**src/vtr_pkg.sv**
```systemverilog
/*
 * Shared constants for the VLAN tag and route classifier: register map,
 * reset values, tag kinds, pipeline actions and pipeline points.
 * Assumes a single 100 MHz core clock and 32-bit register data.
 */
package vtr_pkg;

   // Register map (byte addresses)
   localparam logic [7:0]  VTR_CUSTOM_TPID0_OFS = 8'h00;
   localparam logic [7:0]  VTR_CUSTOM_TPID1_OFS = 8'h04;
   localparam logic [7:0]  VTR_CUSTOM_TPID2_OFS = 8'h08;
   localparam logic [7:0]  VTR_STATUS_OFS       = 8'h0c;
   localparam logic [7:0]  VTR_PORT_BASE_OFS    = 8'h20;
   localparam int          VTR_PORT_STRIDE_LSB  = 2;

   // Field positions inside a port_tpid_ctrl word
   localparam int          VTR_MASK_LSB         = 0;
   localparam int          VTR_MASK_W           = 15;
   localparam int          VTR_CNT_SEL_LSB      = 16;
   localparam int          VTR_CNT_SEL_W        = 4;
   localparam int          VTR_KINDS_PER_POS    = 5;
   localparam int          VTR_MAX_TAGS         = 3;

   // Values after reset
   localparam logic [15:0] VTR_CUSTOM_TPID_RST  = 16'hffff;
   localparam logic [14:0] VTR_MASK_RST         = 15'h0000;
   localparam logic [3:0]  VTR_CNT_SEL_RST      = 4'h0;

   // Fixed protocol identifiers
   localparam logic [15:0] VTR_CTAG_TPID        = 16'h8100;
   localparam logic [15:0] VTR_STAG_TPID        = 16'h88a8;
   localparam logic [15:0] VTR_IPV4_TYPE        = 16'h0800;
   localparam logic [15:0] VTR_IPV6_TYPE        = 16'h86dd;

   // Recognised tag kinds; zero means no tag
   typedef enum logic [2:0] {
      VTR_KIND_NONE   = 3'h0,
      VTR_KIND_CTAG   = 3'h1,
      VTR_KIND_STAG   = 3'h2,
      VTR_KIND_CUST0  = 3'h3,
      VTR_KIND_CUST1  = 3'h4,
      VTR_KIND_CUST2  = 3'h5
   } vtr_kind_type;

   // Pipeline actions carried with the frame
   typedef enum logic [1:0] {
      VTR_ACT_NONE     = 2'h0,
      VTR_ACT_INJECT   = 2'h1,
      VTR_ACT_EXTRACT  = 2'h2,
      VTR_ACT_LOOPBACK = 2'h3   // rewriter_loopback_action
   } vtr_action_type;

   // Pipeline points in flow order; analyzer points precede rewriter points
   typedef enum logic [3:0] {
      VTR_PT_NONE              = 4'h0,
      VTR_PT_AN_PORT_OAM       = 4'h1,
      VTR_PT_AN_OUTER_OAM      = 4'h2,
      VTR_PT_AN_INNER_OAM      = 4'h3,
      VTR_PT_INGRESS_CLASSIFIER = 4'h4,
      VTR_PT_AN_TCAM_CLASS     = 4'h5,
      VTR_PT_AN_OUTER_SWITCH   = 4'h6,
      VTR_PT_AN_INNER_SWITCH   = 4'h7,
      VTR_PT_RW_INNER_SWITCH   = 4'h8,
      VTR_PT_RW_OUTER_SWITCH   = 4'h9,
      VTR_PT_RW_INNER_OAM      = 4'ha,
      VTR_PT_RW_OUTER_OAM      = 4'hb,
      VTR_PT_RW_PORT_OAM       = 4'hc,
      VTR_PT_RW_SAT            = 4'hd
   } vtr_point_type;

endpackage

```
**src/vtr_tag_match.sv**
```systemverilog
/*
 * Tag protocol identifier matcher: turns one 16-bit type word into a
 * recognised tag kind. Purely combinational; the caller registers it.
 * Assumes the custom identifiers are stable register values.
 */
`timescale 1ns/1ps
module vtr_tag_match #(
   parameter int W = 16
) (
   // Type word under test
   input  wire logic [W-1:0]             type_word,
   // Programmed custom identifiers
   input  wire logic [W-1:0]             custom0,
   input  wire logic [W-1:0]             custom1,
   input  wire logic [W-1:0]             custom2,
   // Result
   output vtr_pkg::vtr_kind_type         kind
);
   import vtr_pkg::*;

   // Fixed identifiers win over custom ones if software programs a duplicate
   always_comb begin
      // RL1 customer tag
      if (type_word == VTR_CTAG_TPID) begin
         kind = VTR_KIND_CTAG;
      // RL2 service tag
      end else if (type_word == VTR_STAG_TPID) begin
         kind = VTR_KIND_STAG;
      // RL3 custom service tags
      end else if (type_word == custom0) begin
         kind = VTR_KIND_CUST0;
      end else if (type_word == custom1) begin
         kind = VTR_KIND_CUST1;
      end else if (type_word == custom2) begin
         kind = VTR_KIND_CUST2;
      end else begin
         kind = VTR_KIND_NONE;
      end
   end

endmodule // vtr_tag_match

```
**src/vtr_pipe_xlate.sv**
```systemverilog
/*
 * Pipeline point evaluation: translates rewriter points of looped frames
 * into analyzer points and decides whether the classifier acts on the
 * frame. Combinational; the caller registers the results.
 */
`timescale 1ns/1ps
module vtr_pipe_xlate (
   // Frame pipeline information
   input  vtr_pkg::vtr_action_type       action,
   input  vtr_pkg::vtr_point_type        point,
   // Results
   output vtr_pkg::vtr_point_type        point_out,
   output logic                          active
);
   import vtr_pkg::*;

   // RL7 loopback point replacement
   always_comb begin
      point_out = point;
      if (action == VTR_ACT_LOOPBACK) begin
         unique case (point)
            // RL8 analyzer equivalents
            VTR_PT_RW_PORT_OAM:     point_out = VTR_PT_AN_PORT_OAM;
            VTR_PT_RW_OUTER_OAM:    point_out = VTR_PT_AN_OUTER_OAM;
            VTR_PT_RW_INNER_OAM:    point_out = VTR_PT_AN_INNER_OAM;
            VTR_PT_RW_SAT:          point_out = VTR_PT_AN_TCAM_CLASS;
            VTR_PT_RW_INNER_SWITCH: point_out = VTR_PT_AN_INNER_SWITCH;
            // RL9 outer switch mapping
            VTR_PT_RW_OUTER_SWITCH: point_out = VTR_PT_AN_OUTER_SWITCH;
            default:                point_out = point;
         endcase
      end
   end

   // RL6 classifier activity; a looped frame re-enters like an injected one
   always_comb begin
      unique case (action)
         VTR_ACT_NONE:     active = 1'b1;
         VTR_ACT_INJECT:   active = (point <= VTR_PT_INGRESS_CLASSIFIER);
         VTR_ACT_EXTRACT:  active = (point >= VTR_PT_INGRESS_CLASSIFIER);
         VTR_ACT_LOOPBACK: active = (point_out <= VTR_PT_INGRESS_CLASSIFIER);
         default:          active = 1'b1;
      endcase
      if (point == VTR_PT_NONE) begin
         active = 1'b1;
      end
   end

endmodule // vtr_pipe_xlate

```
**src/vtr_classifier.sv**
```systemverilog
/*
 * VLAN tag and route classifier, front stage of the ingress classifier.
 * Takes one parsed frame header per hdr_valid pulse and gives the result
 * one clock later. Registers are reached over a plain strobe port.
 * Assumes the upstream parser gives the four type words that follow the
 * source address and the tag control words of the first three tags.
 */
// Implementation choices: the address map and the plain strobed port.
// How it works
// RL1 - 0x8100 identifies a customer tag
// RL2 - 0x88A8 identifies a service tag
// RL3 - Three programmable custom service tag identifiers
// RL4 - Parse and pass on three tags
// RL5 - More than three tags means non-IP
// RL6 - Active unless injected late or extracted early
// RL7 - Loopback swaps rewriter point for analyzer point
// RL8 - Map port, OAM, SAT, inner switch points
// RL9 - Rewriter outer switch maps to analyzer outer
// RL10 - Flag routable IP frames to routing stage
// RL11 - Routable needs valid tags and enabled count
// RL12 - Per-port validity per tag position
// RL13 - Five disable bits per position, fifteen total
// RL14 - Count select bit per tag count
// RL15 - Untagged routable only if bit zero set
`timescale 1ns/1ps
module vtr_classifier #(
   parameter int NUM_PORTS = 8,
   parameter int PORT_W    = 3
) (
   // Clock and reset
   input  wire logic                     clk,
   input  wire logic                     rst_n,
   // Register port
   input  wire logic [7:0]               reg_addr,
   input  wire logic [31:0]              reg_wdata,
   input  wire logic                     reg_wr,
   input  wire logic                     reg_rd,
   output logic [31:0]                   reg_rdata,
   // Parsed frame header
   input  wire logic                     hdr_valid,
   input  wire logic [PORT_W-1:0]        hdr_port,
   input  wire logic [15:0]              hdr_type0,
   input  wire logic [15:0]              hdr_type1,
   input  wire logic [15:0]              hdr_type2,
   input  wire logic [15:0]              hdr_type3,
   input  wire logic [15:0]              hdr_tci0,
   input  wire logic [15:0]              hdr_tci1,
   input  wire logic [15:0]              hdr_tci2,
   input  vtr_pkg::vtr_action_type       hdr_pipeline_action,
   input  vtr_pkg::vtr_point_type        hdr_pipeline_point,
   // Classification result
   output logic                          res_valid,
   output logic [1:0]                    res_tag_count,
   output logic                          res_too_many_tags,
   output vtr_pkg::vtr_kind_type         res_kind0,
   output vtr_pkg::vtr_kind_type         res_kind1,
   output vtr_pkg::vtr_kind_type         res_kind2,
   output logic [15:0]                   res_tci0,
   output logic [15:0]                   res_tci1,
   output logic [15:0]                   res_tci2,
   output logic                          res_is_ip,
   output logic                          res_routable,
   output logic                          res_active,
   output vtr_pkg::vtr_point_type        res_pipeline_point
);
   import vtr_pkg::*;

   // Configuration state
   logic [15:0]              custom_tpid [VTR_MAX_TAGS];
   logic [VTR_MASK_W-1:0]    tpid_route_invalid_mask [NUM_PORTS];
   logic [VTR_CNT_SEL_W-1:0] routable_tag_count_sel [NUM_PORTS];
   logic [15:0]              frame_count;
   logic [15:0]              routable_count;

   // Register decode
   wire logic [PORT_W-1:0]   reg_port  = reg_addr[VTR_PORT_STRIDE_LSB +: PORT_W];
   wire logic                port_area = (reg_addr[7:5] == VTR_PORT_BASE_OFS[7:5]) &&
                                         (reg_addr[1:0] == 2'h0) &&
                                         (32'(reg_port) < NUM_PORTS);
   wire logic                hit_tpid0 = (reg_addr == VTR_CUSTOM_TPID0_OFS);
   wire logic                hit_tpid1 = (reg_addr == VTR_CUSTOM_TPID1_OFS);
   wire logic                hit_tpid2 = (reg_addr == VTR_CUSTOM_TPID2_OFS);
   wire logic                hit_stat  = (reg_addr == VTR_STATUS_OFS);

   // Read mux; unmapped addresses read as zero
   wire logic [31:0]         port_word = {12'h000,
                                          routable_tag_count_sel[reg_port],
                                          1'b0,
                                          tpid_route_invalid_mask[reg_port]};
   wire logic [31:0]         read_mux  = hit_tpid0 ? {16'h0000, custom_tpid[0]} :
                                         hit_tpid1 ? {16'h0000, custom_tpid[1]} :
                                         hit_tpid2 ? {16'h0000, custom_tpid[2]} :
                                         hit_stat  ? {routable_count, frame_count} :
                                         port_area ? port_word : 32'h0000_0000;

   // Custom identifier writes
   always_ff @(posedge clk or negedge rst_n) begin
      if (!rst_n) begin
         for (int i = 0; i < VTR_MAX_TAGS; i++) begin
            custom_tpid[i] <= VTR_CUSTOM_TPID_RST;
         end
      end else if (reg_wr) begin
         // RL3 programmable identifiers
         if (hit_tpid0) custom_tpid[0] <= reg_wdata[15:0];
         if (hit_tpid1) custom_tpid[1] <= reg_wdata[15:0];
         if (hit_tpid2) custom_tpid[2] <= reg_wdata[15:0];
      end
   end

   // Per-port routing controls
   always_ff @(posedge clk or negedge rst_n) begin
      if (!rst_n) begin
         for (int p = 0; p < NUM_PORTS; p++) begin
            tpid_route_invalid_mask[p] <= VTR_MASK_RST;
            routable_tag_count_sel[p]  <= VTR_CNT_SEL_RST;
         end
      end else if (reg_wr && port_area) begin
         // RL12 per-port validity store
         tpid_route_invalid_mask[reg_port] <= reg_wdata[VTR_MASK_LSB +: VTR_MASK_W];
         routable_tag_count_sel[reg_port]  <= reg_wdata[VTR_CNT_SEL_LSB +: VTR_CNT_SEL_W];
      end
   end

   // Read data stands only in the cycle after the strobe
   always_ff @(posedge clk or negedge rst_n) begin
      if (!rst_n) begin
         reg_rdata <= 32'h0000_0000;
      end else begin
         reg_rdata <= reg_rd ? read_mux : 32'h0000_0000;
      end
   end

   // Tag recognition, one matcher per type word
   vtr_kind_type kind [4];
   wire logic [15:0] type_word [4] = '{hdr_type0, hdr_type1, hdr_type2, hdr_type3};

   for (genvar g = 0; g < 4; g++) begin : g_match
      vtr_tag_match #(
         .W (16)
      ) u_match (
         .type_word (type_word[g]),
         .custom0   (custom_tpid[0]),
         .custom1   (custom_tpid[1]),
         .custom2   (custom_tpid[2]),
         .kind      (kind[g])
      );
   end

   // RL4 consecutive tags only count from the outermost
   wire logic present0 = (kind[0] != VTR_KIND_NONE);
   wire logic present1 = present0 && (kind[1] != VTR_KIND_NONE);
   wire logic present2 = present1 && (kind[2] != VTR_KIND_NONE);
   // RL5 a fourth tag marks the frame
   wire logic too_many = present2 && (kind[3] != VTR_KIND_NONE);
   wire logic [1:0] tag_count = present2 ? 2'h3 :
                                present1 ? 2'h2 :
                                present0 ? 2'h1 : 2'h0;

   // Ethertype behind the last tag
   wire logic [15:0] inner_type = present2 ? hdr_type3 :
                                  present1 ? hdr_type2 :
                                  present0 ? hdr_type1 : hdr_type0;
   // RL5 non-IP beyond three tags
   wire logic is_ip = !too_many &&
                      ((inner_type == VTR_IPV4_TYPE) || (inner_type == VTR_IPV6_TYPE));

   // Tag validity for routing at one position
   function automatic logic tag_allowed(input logic [VTR_KINDS_PER_POS-1:0] row,
                                        input vtr_kind_type k,
                                        input logic present);
      logic ok;
      ok = 1'b1;
      // RL13 one disable bit per kind, customer tag lowest
      unique case (k)
         VTR_KIND_CTAG:  ok = !row[0];
         VTR_KIND_STAG:  ok = !row[1];
         VTR_KIND_CUST0: ok = !row[2];
         VTR_KIND_CUST1: ok = !row[3];
         VTR_KIND_CUST2: ok = !row[4];
         default:        ok = 1'b1;
      endcase
      return ok || !present;
   endfunction

   wire logic [VTR_MASK_W-1:0]    port_mask = tpid_route_invalid_mask[hdr_port];
   wire logic [VTR_CNT_SEL_W-1:0] port_sel  = routable_tag_count_sel[hdr_port];

   // RL12 each position uses its own five bits
   wire logic ok0 = tag_allowed(port_mask[0 +: VTR_KINDS_PER_POS], kind[0], present0);
   wire logic ok1 = tag_allowed(port_mask[5 +: VTR_KINDS_PER_POS], kind[1], present1);
   wire logic ok2 = tag_allowed(port_mask[10 +: VTR_KINDS_PER_POS], kind[2], present2);

   // RL14 count select bit; RL15 bit zero for untagged
   wire logic count_ok = port_sel[tag_count];

   // RL11 all tags valid and count enabled
   wire logic routable = is_ip && ok0 && ok1 && ok2 && count_ok;

   // Pipeline point evaluation
   vtr_point_type xlated_point;
   logic          active;

   vtr_pipe_xlate u_xlate (
      .action    (hdr_pipeline_action),
      .point     (hdr_pipeline_point),
      .point_out (xlated_point),
      .active    (active)
   );

   // Result valid pulse
   always_ff @(posedge clk or negedge rst_n) begin
      if (!rst_n) begin
         res_valid <= 1'b0;
      end else begin
         res_valid <= hdr_valid;
      end
   end

   // RL4 tag information to later stages
   always_ff @(posedge clk or negedge rst_n) begin
      if (!rst_n) begin
         res_tag_count     <= 2'h0;
         res_too_many_tags <= 1'b0;
         res_kind0         <= VTR_KIND_NONE;
         res_kind1         <= VTR_KIND_NONE;
         res_kind2         <= VTR_KIND_NONE;
         res_tci0          <= 16'h0000;
         res_tci1          <= 16'h0000;
         res_tci2          <= 16'h0000;
      end else if (hdr_valid) begin
         res_tag_count     <= tag_count;
         res_too_many_tags <= too_many;
         res_kind0         <= present0 ? kind[0] : VTR_KIND_NONE;
         res_kind1         <= present1 ? kind[1] : VTR_KIND_NONE;
         res_kind2         <= present2 ? kind[2] : VTR_KIND_NONE;
         res_tci0          <= present0 ? hdr_tci0 : 16'h0000;
         res_tci1          <= present1 ? hdr_tci1 : 16'h0000;
         res_tci2          <= present2 ? hdr_tci2 : 16'h0000;
      end
   end

   // RL10 routable flag to routing stage
   always_ff @(posedge clk or negedge rst_n) begin
      if (!rst_n) begin
         res_is_ip          <= 1'b0;
         res_routable       <= 1'b0;
         res_active         <= 1'b0;
         res_pipeline_point <= VTR_PT_NONE;
      end else if (hdr_valid) begin
         res_is_ip          <= is_ip;
         res_routable       <= routable;
         // RL6 activity decision
         res_active         <= active;
         // RL7 translated point
         res_pipeline_point <= xlated_point;
      end
   end

   // Frame statistics, wrap silently; software reads them as a pair
   always_ff @(posedge clk or negedge rst_n) begin
      if (!rst_n) begin
         frame_count    <= 16'h0000;
         routable_count <= 16'h0000;
      end else if (hdr_valid) begin
         frame_count    <= frame_count + 16'h0001;
         if (routable) begin
            routable_count <= routable_count + 16'h0001;
         end
      end
   end

endmodule // vtr_classifier

```
**config.mk**
```make
export PLATFORM = sky130hd
export DESIGN_NAME = vtr_classifier
export DESIGN_NICKNAME = d
export VERILOG_FILES = /design/src/vtr_pkg.sv /design/src/vtr_tag_match.sv /design/src/vtr_pipe_xlate.sv /design/src/vtr_classifier.sv
export SDC_FILE = /design/constraint.sdc
export NUM_CORES = 1
export LEC_CHECK = 0
export BUFFER_PORTS_ARGS = -buffer_cell sky130_fd_sc_hd__buf_4
export CAP_MARGIN = 20
export CORE_MARGIN = 2
export CORE_UTILIZATION = 39
export CTS_CLUSTER_DIAMETER = 100
export CTS_CLUSTER_SIZE = 8
export DETAILED_ROUTE_END_ITERATION = 10
export GPL_TIMING_DRIVEN = 0
export PLACE_DENSITY_LB_ADDON = 0.12
export SYNTH_ARGS = -nofsm -noshare
export SYNTH_HDL_FRONTEND = slang
export SYNTH_SLANG_ARGS = --single-unit
```
**constraint.sdc**
```tcl
create_clock -name clk -period 4.69 [get_ports clk]
set_clock_uncertainty 0.15 [all_clocks]
set_input_delay 0.2345 -clock clk [delete_from_list [all_inputs] [get_ports clk]]
set_output_delay 0.2345 -clock clk [all_outputs]
set_load 0.05 [all_outputs]
```
==> results of run 1 <==
==> per-layer routing <==
layer,vias up,share of wire (%),GRT usage [%]
met2,598,46,43.2
met4,0,3.9,10.6
li1,6736,-,-
met3,131,6.7,4.48
met5,-,0,0
met1,7769,44,37.6
==> how the worst max path moves through the flow <==
stage / startpoint / endpoint / cells after the start
floorplan: custom_tpid[38] / routable_count[1] / 13
finish: custom_tpid[33] / routable_count[1] / 13
CTS: custom_tpid[33] / routable_count[1] / 14
global route: custom_tpid[33] / routable_count[1] / 13
global placement: custom_tpid[0] / routable_count[1] / 12
detailed placement: hdr_port[1] / routable_count[1] / 12
==> power groups by stage <==
stage / Clock [µW] / Combinational (µW) / Sequential, µW
global route: 3540 / 1100 / 3110
finish: 3340 / 1030 / 3100
CTS: 3420 / 1020 / 3090
floorplan: 0 / 563 / 3130
global placement: 0 / 939 / 3130
detailed placement: 0 / 960 / 3140
==> cell usage in the layout, fill, tap and decap left out, types with 65 or more instances in the layout <==
| cell type | netlist | final |
|---|---|---|
| sky130_fd_sc_hd__nand2_1 | 70 | 70 |
| sky130_fd_sc_hd__dfrtp_1 | 284 | 284 |
| sky130_fd_sc_hd__buf_4 | 2 | 210 |
| sky130_fd_sc_hd__mux4_2 | 81 | 81 |
| sky130_fd_sc_hd__o21ai_0 | 65 | 65 |
| sky130_fd_sc_hd__mux2_2 | 215 | 215 |
| sky130_fd_sc_hd__inv_1 | 68 | 68 |
| sky130_fd_sc_hd__dlygate4sd3_1 | 0 | 80 |
| sky130_fd_sc_hd__xor2_1 | 101 | 101 |
| sky130_fd_sc_hd__buf_2 | 89 | 92 |
| sky130_fd_sc_hd__clkbuf_1 | 84 | 106 |
| sky130_fd_sc_hd__xnor2_1 | 121 | 121 |
==> through the flow <==
step	std cells	util, %	setup TNS [ns]	hold slack, ns
after detailed placement	2571	44.5	-10.65	0.248
final	2736	49.4	0	0.0295
after global placement	2565	44.2	-23.24	0.254
after floorplan	1696	-	0	-0.211
after global routing	2736	49.4	-0.0000302	0.0450
after CTS	2733	49.2	0	0.00937
==> worst max-delay path, stage by stage (launching register included) <==
cell and delay [ns]:
sky130_fd_sc_hd__dfstp_2 0.50, sky130_fd_sc_hd__buf_2 0.29, sky130_fd_sc_hd__xor2_1 0.15, sky130_fd_sc_hd__nor4_2 0.54, sky130_fd_sc_hd__nand4_2 0.35, sky130_fd_sc_hd__and4_4 0.29
sky130_fd_sc_hd__clkbuf_2 0.30, sky130_fd_sc_hd__a2111oi_1 0.78, sky130_fd_sc_hd__a221oi_4 0.22, sky130_fd_sc_hd__nand4_1 0.22, sky130_fd_sc_hd__o32ai_4 0.11, sky130_fd_sc_hd__buf_12 0.15
sky130_fd_sc_hd__nand2_2 0.10, sky130_fd_sc_hd__mux2_4 0.31
==> cell type report <==
class	instances	area share, %
Buffer	187	3.51
Clock inverter	4	0.457
Tap cell	664	3.45
Multi-Input combinational cell	1109	40.9
Timing Repair Buffer	299	10.5
Sequential cell	332	34.7
Clock buffer	73	5.46
Inverter	68	1.06
==> cells by family after synthesis <==
kind of cell / count (synthesis) / synth area share, %
AOI/OAI and AO/OA: 189 / 6.46
xor gates and xnor gates: 222 / 10.1
adders and majority gates: 2 / 0.130
buffers and inverters: 255 / 5.71
DFF: 332 / 43.5
muxes: 316 / 23.1
and+or+nand+nor: 380 / 11.0
==> flip-flops by register name, indices dropped and copies added (netlist names), 4 cells and up <==
name                     flops
tpid_route_invalid_mask    120
custom_tpid                 48
routable_tag_count_sel      32
reg_rdata                   32
res_tci1                    16
res_tci2                    16
frame_count                 16
res_tci0                    16
routable_count              16
res_pipeline_point           4
==> repair_timing <==
item,CTS,global route
endpoints found under the hold margin,190,0
pin swaps,3,0
endpoints found under the setup margin,17,16
buffers inserted,5,0
hold buffers,80,0
resized for setup,7,9
==> results by stage, run 1 <==
Synth:
- The share of the Yosys chip area taken by registers is between 40% and 50%.
- Yosys attributes the largest share of cell area to sky130_fd_sc_hd__dfrtp_1, sky130_fd_sc_hd__mux2_2, sky130_fd_sc_hd__mux4_2.
- The cell accounting for the most synthesized area is sky130_fd_sc_hd__dfrtp_1.
- Counting every instance in the synthesized netlist gives 1,696.
- Counting distinct cell types in the post-synthesis netlist gives 76.
- Yosys instantiated no cell more often than sky130_fd_sc_hd__dfrtp_1.
- The total standard cell area after synthesis is 19,200 µm².
- Yosys printed 0 warnings.
- The register bit total from synthesis is approximately 330.
- The most used flip-flop cell after synthesis is sky130_fd_sc_hd__dfrtp_1.
- Counting flops with an async set or reset pin after synthesis yields a share of 100%.
- The fraction of post-synthesis cell area in the top cell type by area is ~37%.
- The per-instance average area after synthesis is approximately 11 µm².
- After synthesis, the most frequently instantiated cells are sky130_fd_sc_hd__dfrtp_1, sky130_fd_sc_hd__mux2_2, sky130_fd_sc_hd__xnor2_1.
- The synthesized netlist net count is 1,864.
- The number of enable flip-flop cells after synthesis is 0.

Die:
- The row count is 81.
- The die is around 230 µm wide.
- Once the floorplan was initialized, standard cells occupied 39.4% of the core.
- The core outline area is approximately 49,000 µm².
- The die span in y is approximately 230 µm.
- The die covers about 51,000 µm².
- The top-level port count is ~270.

STA:
- After layout, the worst path uses a little over nine tenths of the clock period.
- The number of endpoints with negative hold slack in the final report is 0.
- The number of pins exceeding their max-slew limit in the final report came to 0.
- Measured against its own limit, the worst slew margin works out to 28.0%.
- In the post-route analysis, the smallest setup slack over all paths is 0.0696 ns.
- For the pin with the worst max-slew slack, the measured transition is about 1.1 ns.
- The routed design could run at a clock period as short as 4.62 ns.
- Setup violations remaining at the end of the flow were counted as 0.
- Static timing analysis puts the maximum clock frequency at approximately 220 MHz.

Clock tree:
- The clock transition at the register clock pins on the worst setup and hold paths after CTS is roughly 0.050 ns.
- The clock drives 332 sinks.
- The maximum buffer depth of the clock tree is 3.
- The CTS root buffer is sky130_fd_sc_hd__clkbuf_16.
- The clock tree from TritonCTS is built.
- For the worst-skew pair, the clock arrives at the later sink with an insertion delay of between 0.5 and 0.6 ns.
- The number of levels in the clock H-tree is 2.
- The number of buffers created by CTS is between 40 and 50.

Routing:
- The number of nets still failing antenna checks after routing is 0.
- The sum of routed wire length over all layers is 69,200 µm.
- The starting DRC count in detailed routing is 1,100.
- In the routed design, unresolved DRC markers number 0.
- The count of TritonRoute iterations in the first routing pass is 5.
- Dividing the detail-routed wire length by the instance count gives approximately 25 µm.
- The detailed router placed around 15,000 vias in this run.
- Using the TritonRoute via totals, the vias-per-cell ratio works out to between 5 and 6.

Power:
- Net switching is approximately a quarter of the power.
- The completed layout was analyzed and its total power is around 7500 µW.
- The portion of total power attributed to the clock network is about 45%.
- Power spread over the standard cell area amounts to slightly above 300 nW/µm².
- The internal power is 5530 µW.
- The leakage power figure is between 0.01 and 0.015 µW.
- The maximum vdd drop is 0.216 mV.
- In this run, the combinational gates consume roughly 14% of the power.
- The power share of the sequential group is 41.5%.
- The total net switching power is around 1900 µW.

Global routing:
- The global-route wire length before repair is slightly above 100,000 µm.
- The via count of the first global-routing pass came to between 15,000 and 20,000.
- Entering global routing, the biggest net connects approximately 120 pins.
- The initial antenna violation count is 1.
- Global routing consumed, over all layers together, between 20% and 30% of the routing resources.
- After global routing the overflow that remains totals 0.

Cells and area:
- The layout cell share with drive strength beyond 1 is a little over a third.
- Summing all flip-flop and latch instances after layout gives approximately 8400 µm².
- Summing all multi-input logic gate instances after layout gives between 9000 and 10,000 µm².
- The post-layout net count is about 2,200.
- Compared with the post-synthesis result, the final layout area differs by 25.3%.
- Summing all non-filler instances in the final layout gives an area of 24,100 µm².
- The fill cell total of the finished layout is 4,516.
- The number of antenna diodes is 0.

Setup path:
- The type of element launching the critical path is a register.
- The arrival time reported for the critical path endpoint is 4.91 ns.
- STA puts the critical path data required time at about 5 ns.
- The terminus of the critical flop-to-flop path is routable_count[1].
- The category of the most critical setup path is register to register.
- The depth of the worst register-to-register path is 13.
- For flop-to-flop paths, the worst setup slack is between 0.06 and 0.07 ns.
- The worst setup path is captured at a register.
- The largest fanout on the critical path is 10.
- The origin of the critical flop-to-flop path is custom_tpid[33].

Worst hold path:
- The startpoint of the worst hold path is hdr_pipeline_action[1].
- The worst hold path passes through 4 cells.
- For hold timing, the worst endpoint is res_pipeline_point[2].
- The worst hold-check path type is input pin to register.

Job:
- The number of max-cap violations is 0.

Placed design:
- The count of input and output buffers is 205.
- The final estimated routing congestion in global placement is about 0.96.
- Summing all placed instances gives a cell area of between 20,000 and 25,000 µm².
- The estimated wirelength of the detail-placed design is approximately 50,000 µm.
- Before CTS, the worst setup slack after placement is -0.714 ns.

Status:
- The flow ran to the end, and the final reports show no timing, DRC or antenna violations.
(Power assumes the default switching activity.)
==> run 2: changes to the inputs <==
==> constraint.sdc (replaced) <==
create_clock -name clk -period 5.1 [get_ports clk]
set_clock_uncertainty 0.15 [all_clocks]
set_input_delay 0.255 -clock clk [delete_from_list [all_inputs] [get_ports clk]]
set_output_delay 0.255 -clock clk [all_outputs]
set_load 0.05 [all_outputs]
==> run 2 against run 1 <==
Against the previous run: die area did not move; wire length barely moved; largest power group unchanged; sequential cell count did not move; register-to-register slack barely moved; first-iteration DRC count rose by 0.18%; worst setup slack improved by 0.0068 ns; worst hold slack improved by 0.024 ns; largest cell class unchanged; highest routed layer unchanged; global-route usage fell by 0.059 points.
==> results by stage, run 2 (synthesis gave the netlist of run 1 again) <==
Job:
- Max-cap violations in this run came to 0.

Die:
- The chip width is 226 µm.
- Row generation in the floorplan step produced between 80 and 90 rows.
- The top-level port count is approximately 270.
- The core outline area is around 50,000 µm².
- The area of the die is roughly 50,000 µm².
- The initial utilization of the core area, before any placement, comes to between 30% and 40%.
- In this run the vertical extent of the chip is about 230 µm.

Placed design:
- The count of input and output buffers is approximately 200.
- The final estimated routing congestion in global placement is approximately 0.96.
- The wire-length estimate of the detail-placed layout is 50,200 µm.
- The post-placement cell area is 21,700 µm².

Cells and area:
- In the final layout, the registers with the most flip-flops are tpid_route_invalid_mask: 120 flops, custom_tpid: 48 flops.
- The number of flip-flops in the largest register is between 100 and 150.
- The most frequent standard cell in the layout excluding fill and tap cells is sky130_fd_sc_hd__dfrtp_1.
- The number of antenna diodes is 0.
- The post-layout net count is between 2,000 and 2,500.
- The post-route cell area is 24,000 µm².
- The register containing the most flip-flops in the final layout is tpid_route_invalid_mask.
- The top cell types in the final layout, fill and taps aside, are sky130_fd_sc_hd__dfrtp_1, sky130_fd_sc_hd__mux2_2, sky130_fd_sc_hd__buf_4, sky130_fd_sc_hd__xnor2_1, sky130_fd_sc_hd__clkbuf_1.
- The fill cell total of the finished layout is roughly 4,500.
- Cells with a size suffix above 1 make up between 30 and 40% of the layout.
- Compared with the post-synthesis result, the final layout area differs by 24.9%.

Global routing:
- In this run the most used layer during global routing was met2.
- In the global route stage, overall resource usage came out at 27.2%.
- The global-route wire length before repair is approximately 100,000 µm.
- The initial antenna violation count was 1.
- Global routing consumed, on the met2 layer, between 40% and 50% of the routing resources.
- Entering global routing, the biggest net connects approximately 120 pins.
- The via count of the first global-routing pass is between 15,000 and 20,000.
- The routing usage on met1 is between 30% and 40%.
- The total overflow left after global routing is 0.
- Global routing consumed, on the met3 layer, ~4.3% of the routing resources.

Routing:
- In the routed design, unresolved DRC markers number 0.
- The starting DRC count in detailed routing is 1,102.
- The sum of routed wire length over all layers is a little under 70,000 µm.
- The first detailed-routing pass ran for 7 iterations.
- For this block, the via count after detailed routing is approximately 15,000.
- The average vias per placed instance is 5.59.
- The number of nets still failing antenna checks after routing is 0.
- After detailed routing, the average wire length per cell comes to 25.3 µm.

Setup path:
- The worst setup path is launched from a register.
- The worst register-to-register path ends at routable_count[1].
- The most critical setup path has its endpoint at routable_count[1].
- In this run the worst path has a maximum fanout of 10.
- In this run the worst setup path begins at custom_tpid[33].
- The critical path required time is 5.39 ns.
- The setup slack of the worst register-to-register path is ~0.076 ns.
- The worst setup path is of the register to register kind.
- The depth of the worst register-to-register path is 12.
- The total number of cells along the worst setup path is 12.
- The total buffers and inverters traversed by the critical path is 2.
- The signal on the critical path passes through buf_2 > xor2_1 > nor4_2 > nand4_2 > and4_4 > clkbuf_1 > a211oi_1 > o31ai_1 > or3b_4 > o32ai_4 > nand2_2 > mux2_4.
- Among cell families on the critical path, the largest total delay comes from simple AND/OR/NAND/NOR gates.
- The largest individual stage delay along the critical path comes from the cell sky130_fd_sc_hd__a211oi_1.
- The critical path capture point type is a register.
- The largest incremental delay on the critical path is 0.64 ns.
- The arrival time reported for the critical path endpoint is approximately 5.3 ns.
- The worst register-to-register path begins at custom_tpid[33].

STA:
- The smallest hold slack is between 0.05 and 0.06 ns.
- The number of endpoints with negative hold slack in the final report is 0.
- The final-report setup violation count is 0.
- The number of pins exceeding their max-slew limit in the final report is 0.
- Setup repair after global routing left no endpoint under its margin.
- In this run the tightest slew margin relative to its limit is between 20% and 30%.
- After layout, the worst path uses a little over nine tenths of the clock period.
- For this run, the top clock speed supported by timing is approximately 200 MHz.
- The final critical delay including setup and external delays is about 5 ns.
- The transition time at the pin with the least slew margin is ~1.1 ns.

Clock tree:
- Clock-pin slew was measured on the worst setup and hold paths at approximately 0.050 ns.
- The number of levels in the clock H-tree is 2.
- TritonCTS built the clock tree.
- Clock tree synthesis inserted a total of 48 buffers.
- CTS saw approximately 330 sinks.
- Clock latency on the worst-skew pair, taken at its later pin, is 0.57 ns.
- No sink is reached through more buffers than the 3 on the longest clock path.
- The CTS root buffer is sky130_fd_sc_hd__clkbuf_16.

Power:
- Across the VDD grid, the largest voltage drop is 0.198 mV.
- Summed over all cells, the static leakage comes to around 0.011 µW.
- Power spread over the standard cell area amounts to around 290 nW/µm².

Worst hold path:
- The worst hold-check path type is input pin to register.

Status:
- The flow ran to the end, and the final reports show no timing, DRC or antenna violations.
## run 2: cell count changes in the layout (fill, tap and decap cells not counted), sizes merged
| cell | change |
|---|---|
| buf | -3 |
| clkbuf | +1 |
## run 2: layer usage
metal | part of all wire, % | routed length, µm
met5 | 0 | 0
met4 | 3.6 | 2480
met3 | 6.2 | 4300
met2 | 46 | 32000
met1 | 44 | 30500
## run 2: final cells by class
| type | count | area (µm²) | area share, % |
|---|---|---|---|
| plain buffers | 187 | 845 | 3.51 |
| clock buffers | 73 | 1320 | 5.48 |
| clock inverters | 4 | 110 | 0.458 |
| inverters | 68 | 255 | 1.06 |
| multi-input cells | 1109 | 9820 | 40.8 |
| flip-flops and latches | 332 | 8370 | 34.8 |
| well taps | 664 | 831 | 3.46 |
| repair buffers | 297 | 2500 | 10.4 |
## run 2: worst min-delay path by stage
stage | end | startpoint | cells past startpoint | slack [ns]
6_report | res_pipeline_point[2] | hdr_pipeline_action[1] | 4 | 0.05
5_1_grt | res_pipeline_point[2] | hdr_pipeline_action[1] | 4 | 0.07
4_1_cts | res_pipeline_point[2] | hdr_pipeline_action[1] | 4 | 0.03
3_5_place_dp | res_kind0[2] | rst_n | 1 | 0.27
3_3_place_gp | res_valid | hdr_valid | 1 | 0.27
2_1_floorplan | frame_count[0] | rst_n | 0 | -0.19
## run 2: what timing repair did
item,in CTS,in global routing
pin swaps,0,1
setup endpoints to repair,17,11
gates resized for setup,1,4
setup buffers,0,3
hold buffers,80,0
endpoints found under the hold margin,190,0
## run 2: power by group
| group | internal, µW | switching [µW] |
|---|---|---|
| clock network | 1910 | 1160 |
| logic | 419 | 524 |
| registers | 2760 | 86.5 |
| total | 5090 | 1770 |
## run 2: worst min-delay path, cell delays in order
cell                       delay, ns
sky130_fd_sc_hd__buf_4          0.12
sky130_fd_sc_hd__nand3_1        0.16
sky130_fd_sc_hd__o221ai_1       0.12
sky130_fd_sc_hd__o21ai_0        0.08
## run 2: through the flow
step / setup TNS (ns) / utilization (%) / cells / worst slack (ns) / total power (µW)
6_report: 0 / 49.2 / 2734 / 0.0764 / 6860
2_1_floorplan: 0 / - / 1696 / 1.38 / 3400
5_1_grt: 0 / 49.2 / 2734 / 0.0262 / 7130
3_3_place_gp: -12.18 / 44.2 / 2565 / -0.769 / 3750
4_1_cts: 0 / 49.1 / 2728 / 0.0148 / 6930
3_5_place_dp: -4.02 / 44.5 / 2571 / -0.325 / 3770
==> run 3: changes to the inputs <==
--- a/config.mk
+++ b/config.mk
@@ -5,6 +5,7 @@
 export SDC_FILE = /design/constraint.sdc
 export NUM_CORES = 1
 export LEC_CHECK = 0
+export ABC_AREA = 1
 export BUFFER_PORTS_ARGS = -buffer_cell sky130_fd_sc_hd__buf_4
 export CAP_MARGIN = 20
 export CORE_MARGIN = 2
==> run 3 against run 2 <==
Against the previous run: global-route usage is 5.8 points higher; count of clock-buffer cells in the layout up 2; final cell count grew 33%; first-iteration DRC count up 91%; clock power down 3%; wire length grew 24%; area after synthesis increased by 0.87%; critical path depth grew 12; power up 0.77%; core utilization grew 0.26 points; sequential share of layout area is 0.33 points lower; worst setup slack improved by 0.88 ns; critical path type unchanged; largest power group unchanged.
==> results by stage, run 3 <==
Global routing:
- The first global-routing pass estimated between 100,000 and 150,000 µm of wire.
- The global-route usage over all layers is 33.1%.
- The total congestion overflow is 0.
- The initial antenna violation count is 1.
- The via count of the first global-routing pass is between 15,000 and 20,000.
- The maximum number of pins on one net before global-route repair is 121.

Synth:
- The number of nets handed over by synthesis was roughly 2,700.
- Yosys mapped the design onto 54 distinct sky130hd cell types.
- Synthesis produced roughly 2,600 cells.
- The share of the Yosys chip area taken by registers is about 43%.
- The count of yosys warnings during synthesis is 0.
- The total standard cell area after synthesis is 19,400 µm².
- After synthesis, the cell types taking the most area are sky130_fd_sc_hd__dfrtp_1, sky130_fd_sc_hd__nand2_1, sky130_fd_sc_hd__o21ai_0.
- The average instance in the mapped netlist occupies around 7.5 µm².
- In the synthesized netlist the async set-or-reset flop fraction comes to 100%.
- The top cell type by area accounts for 36.6% of the synthesized area.
- In the post-synthesis netlist, the cell with the most instances is sky130_fd_sc_hd__nand2_1.
- Among all flip-flop cells after synthesis, the most frequent one is sky130_fd_sc_hd__dfrtp_1.
- Counting flops with a built-in enable in the synthesized netlist gives 0.
- The register bit total from synthesis is 332.
- The synthesized design spends more area on one cell type than any other, namely sky130_fd_sc_hd__dfrtp_1.
- By count the netlist is led by sky130_fd_sc_hd__nand2_1, sky130_fd_sc_hd__o21ai_0, sky130_fd_sc_hd__dfrtp_1.

Placed design:
- Detailed placement finished with a half-perimeter wire length of between 60,000 and 70,000 µm.
- Buffers placed on the I/O ports in this run total roughly 240.
- The congestion estimate from routability-driven global placement came to ~0.99.
- In this run the cell area measured after placement is about 22,000 µm².

Cells and area:
- The largest registers in the layout are tpid_route_invalid_mask: 120 flops, custom_tpid: 48 flops.
- Leaving out fill and tap cells, the most frequent cell in the layout is sky130_fd_sc_hd__nand2_1.
- In the layout the commonest cells are sky130_fd_sc_hd__nand2_1, sky130_fd_sc_hd__o21ai_0, sky130_fd_sc_hd__dfrtp_1, sky130_fd_sc_hd__buf_4, sky130_fd_sc_hd__nor2_1.
- The register containing the most flip-flops in the final layout is tpid_route_invalid_mask.
- At the end of the flow, the number of nets in the layout was 3,118.
- After filler insertion, the fill cell instance count of the layout stands at 4,887.
- The layout cell share with drive strength beyond 1 is between 10 and 15%.
- The post-route cell area is about 24,000 µm².
- The register with the most flip-flops in the layout has between 100 and 150 of them.
- Relative to the synthesized area, the layout overhead comes to 25.0%.

Die:
- The core outline area is around 49,000 µm².
- between 200 and 300 I/O pins were placed.
- The floorplan has 81 rows.
- The die covers 51,600 µm².
- For this configuration, the core starts out at a cell density of approximately 40%.
- In this run the vertical extent of the chip is around 230 µm.
- The chip width is 227 µm.

Setup path:
- The origin of the critical flop-to-flop path is custom_tpid[10].
- The category of the most critical setup path is register to register.
- Data on the critical path arrives at its endpoint at between 4 and 5 ns.
- The type of element launching the critical path is a register.
- In this run the worst path has a maximum fanout of 10.
- Setup slack on the worst reg-to-reg path comes out at approximately 0.96 ns.
- The critical path capture point type is a register.
- The terminus of the critical flop-to-flop path is routable_count[11].
- The depth of the worst register-to-register path is 24.
- The critical path required time is around 5.5 ns.

Clock tree:
- The later pin in the worst-skew pair is clocked with a latency of just under 0.6 ns.
- Clock-pin slew was measured on the worst setup and hold paths at ~0.060 ns.
- TritonCTS built the clock tree.
- The maximum buffer depth of the clock tree is 3.
- The count of buffers added by post-CTS timing repair for setup is 0.
- CTS built an H-tree with a depth of 2.
- The cell sitting at the root of the clock tree is a sky130_fd_sc_hd__clkbuf_16.
- The clock drives between 300 and 400 sinks.
- The number of buffers created by CTS is 47.

Routing:
- The count of TritonRoute iterations in the first routing pass is 6.
- In the final routed layout, each cell accounts on average for about 24 µm.
- After detailed routing, the number of vias per cell comes to 5.56.
- The first routing iteration left between 2,000 and 2,500 violations.
- Summing over every cut layer, the via total after detailed routing is around 20,000.
- For this run, design rule violations remaining after detail routing come to 0.
- After detailed routing, the total wire length is around 86,000 µm.
- The detail route stage leaves a number of antenna-violating nets equal to 0.

STA:
- The final critical-path share of the clock period is between 80% and 90%.
- Measured against its own limit, the worst slew margin works out to 12.4%.
- Setup violations remaining at the end of the flow were counted as 0.
- The maximum operating frequency is between 200 and 250 MHz.
- Setup repair after global routing left no endpoint under its margin.
- The number of endpoints with negative hold slack in the final report is 0.
- Adding up every negative setup slack in the final design gives 0 ns.
- The final critical delay including setup and external delays is 4.14 ns.
- The transition time at the pin with the least slew margin is roughly 1.3 ns.
- The number of pins exceeding their max-slew limit in the final report came to 0.

Worst hold path:
- The hold-critical path depth is 6.
- The startpoint of the worst hold path is hdr_type0[3].
- For hold timing, the worst endpoint is res_kind0[0].
- The worst hold path belongs to the class input pin to register.

Status:
- The flow ran to the end, and the final reports show no timing, DRC or antenna violations.

Power:
- Dividing total power by cell area gives a power density of around 280 nW/µm².
- The maximum vdd drop is approximately 0.33 mV.
- In this run the static leakage power is 0.0114 µW.

Job:
- The number of max-cap violations is 0.
[run 3: changes by cell type after synthesis, sizes merged, moves of 45 or more]
cell / previous run / this run
mux4: 81 / 0
clkbuf: 84 / 136
mux2: 217 / 0
a22oi: 10 / 55
inv: 68 / 202
nor2: 63 / 232
nand3: 55 / 122
xnor2: 121 / 44
nand2: 71 / 681
o21ai: 66 / 306
[run 3: worst max-delay path by stage]
stage	slack, ns	endpoint	start
final	0.96	routable_count[11]	custom_tpid[10]
after global routing	0.75	routable_count[6]	custom_tpid[10]
after CTS	1.09	routable_count[11]	custom_tpid[10]
after detailed placement	1.08	routable_count[14]	custom_tpid[10]
after global placement	0.43	res_tci0[6]	rst_n
after floorplan	2.27	routable_count[2]	custom_tpid[35]
[run 3: cell families after synthesis]
kind of cell	Yosys count	share of synthesized area, %
AND/OR/NAND/NOR	1131	24.3
buffers and inverters	403	8.40
XOR/XNOR	148	6.68
adder cells (fa/ha/maj)	2	0.129
AO/OA/AOI/OAI	564	17.4
flip-flops	332	43.1
[run 3: timing repair]
action | 4_1_cts | 5_1_grt
gates resized for setup | 0 | 0
hold buffers | 81 | 0
endpoints found under the hold margin | 192 | 0
[run 3: where the power goes]
| group | total [µW] | internal, µW | switching, µW |
|---|---|---|---|
| Sequential | 2870 | 2780 | 94.3 |
| Combinational | 1050 | 360 | 686 |
| Clock | 2990 | 1780 | 1210 |
| Total | 6910 | 4920 | 1990 |
[run 3: worst max-delay path, stage by stage (launching register included)]
cell,delay (ns)
sky130_fd_sc_hd__dfstp_2,0.50
sky130_fd_sc_hd__buf_2,0.25
sky130_fd_sc_hd__inv_1,0.09
sky130_fd_sc_hd__nand2_1,0.07
sky130_fd_sc_hd__nand2_1,0.04
sky130_fd_sc_hd__nor2_1,0.18
sky130_fd_sc_hd__nand2_1,0.17
sky130_fd_sc_hd__nor2_1,0.20
sky130_fd_sc_hd__nand2_1,0.07
sky130_fd_sc_hd__nand2_1,0.10
sky130_fd_sc_hd__nor2_1,0.12
sky130_fd_sc_hd__nor2_1,0.59
sky130_fd_sc_hd__buf_6,0.23
sky130_fd_sc_hd__nand2_1,0.06
sky130_fd_sc_hd__nand2_1,0.15
sky130_fd_sc_hd__o21bai_1,0.10
sky130_fd_sc_hd__nor2_1,0.09
sky130_fd_sc_hd__nand2_1,0.06
sky130_fd_sc_hd__nor2_1,0.08
sky130_fd_sc_hd__nand2_1,0.07
sky130_fd_sc_hd__nand2_2,0.15
sky130_fd_sc_hd__buf_6,0.18
sky130_fd_sc_hd__nand2_4,0.09
sky130_fd_sc_hd__nor2_2,0.11
sky130_fd_sc_hd__xor2_1,0.16
[run 3: final cells by class]
type	count	area, µm²	area share, %
clock inverter	3	55.1	0.227
antenna	1	2.50	0.0103
clock buffer	75	1300	5.37
inverter	207	777	3.20
buffer	196	853	3.52
tap	664	831	3.42
sequential	332	8370	34.5
timing repair buffer	321	2660	11.0
multi-input combinational	1845	9410	38.8
[run 3: through the flow]
stage	cells	power [µW]	hold slack, ns	utilization, %	worst slack, ns
2_1_floorplan	2580	3430	-0.191	-	2.27
6_report	3644	6910	0.100	49.5	0.957
5_1_grt	3643	7160	0.146	49.5	0.753
3_5_place_dp	3484	3890	0.247	45.0	1.08
4_1_cts	3643	6920	0.0648	49.5	1.09
3_3_place_gp	3481	3860	0.306	44.9	0.432
[run 3: metal layers]
layer / part of all wire, % / GRT usage (%)
met2: 47 / 54.4
met5: 0.010 / 0
met3: 7.5 / 5.11
met4: 4.7 / 15.4
met1: 41 / 42.9
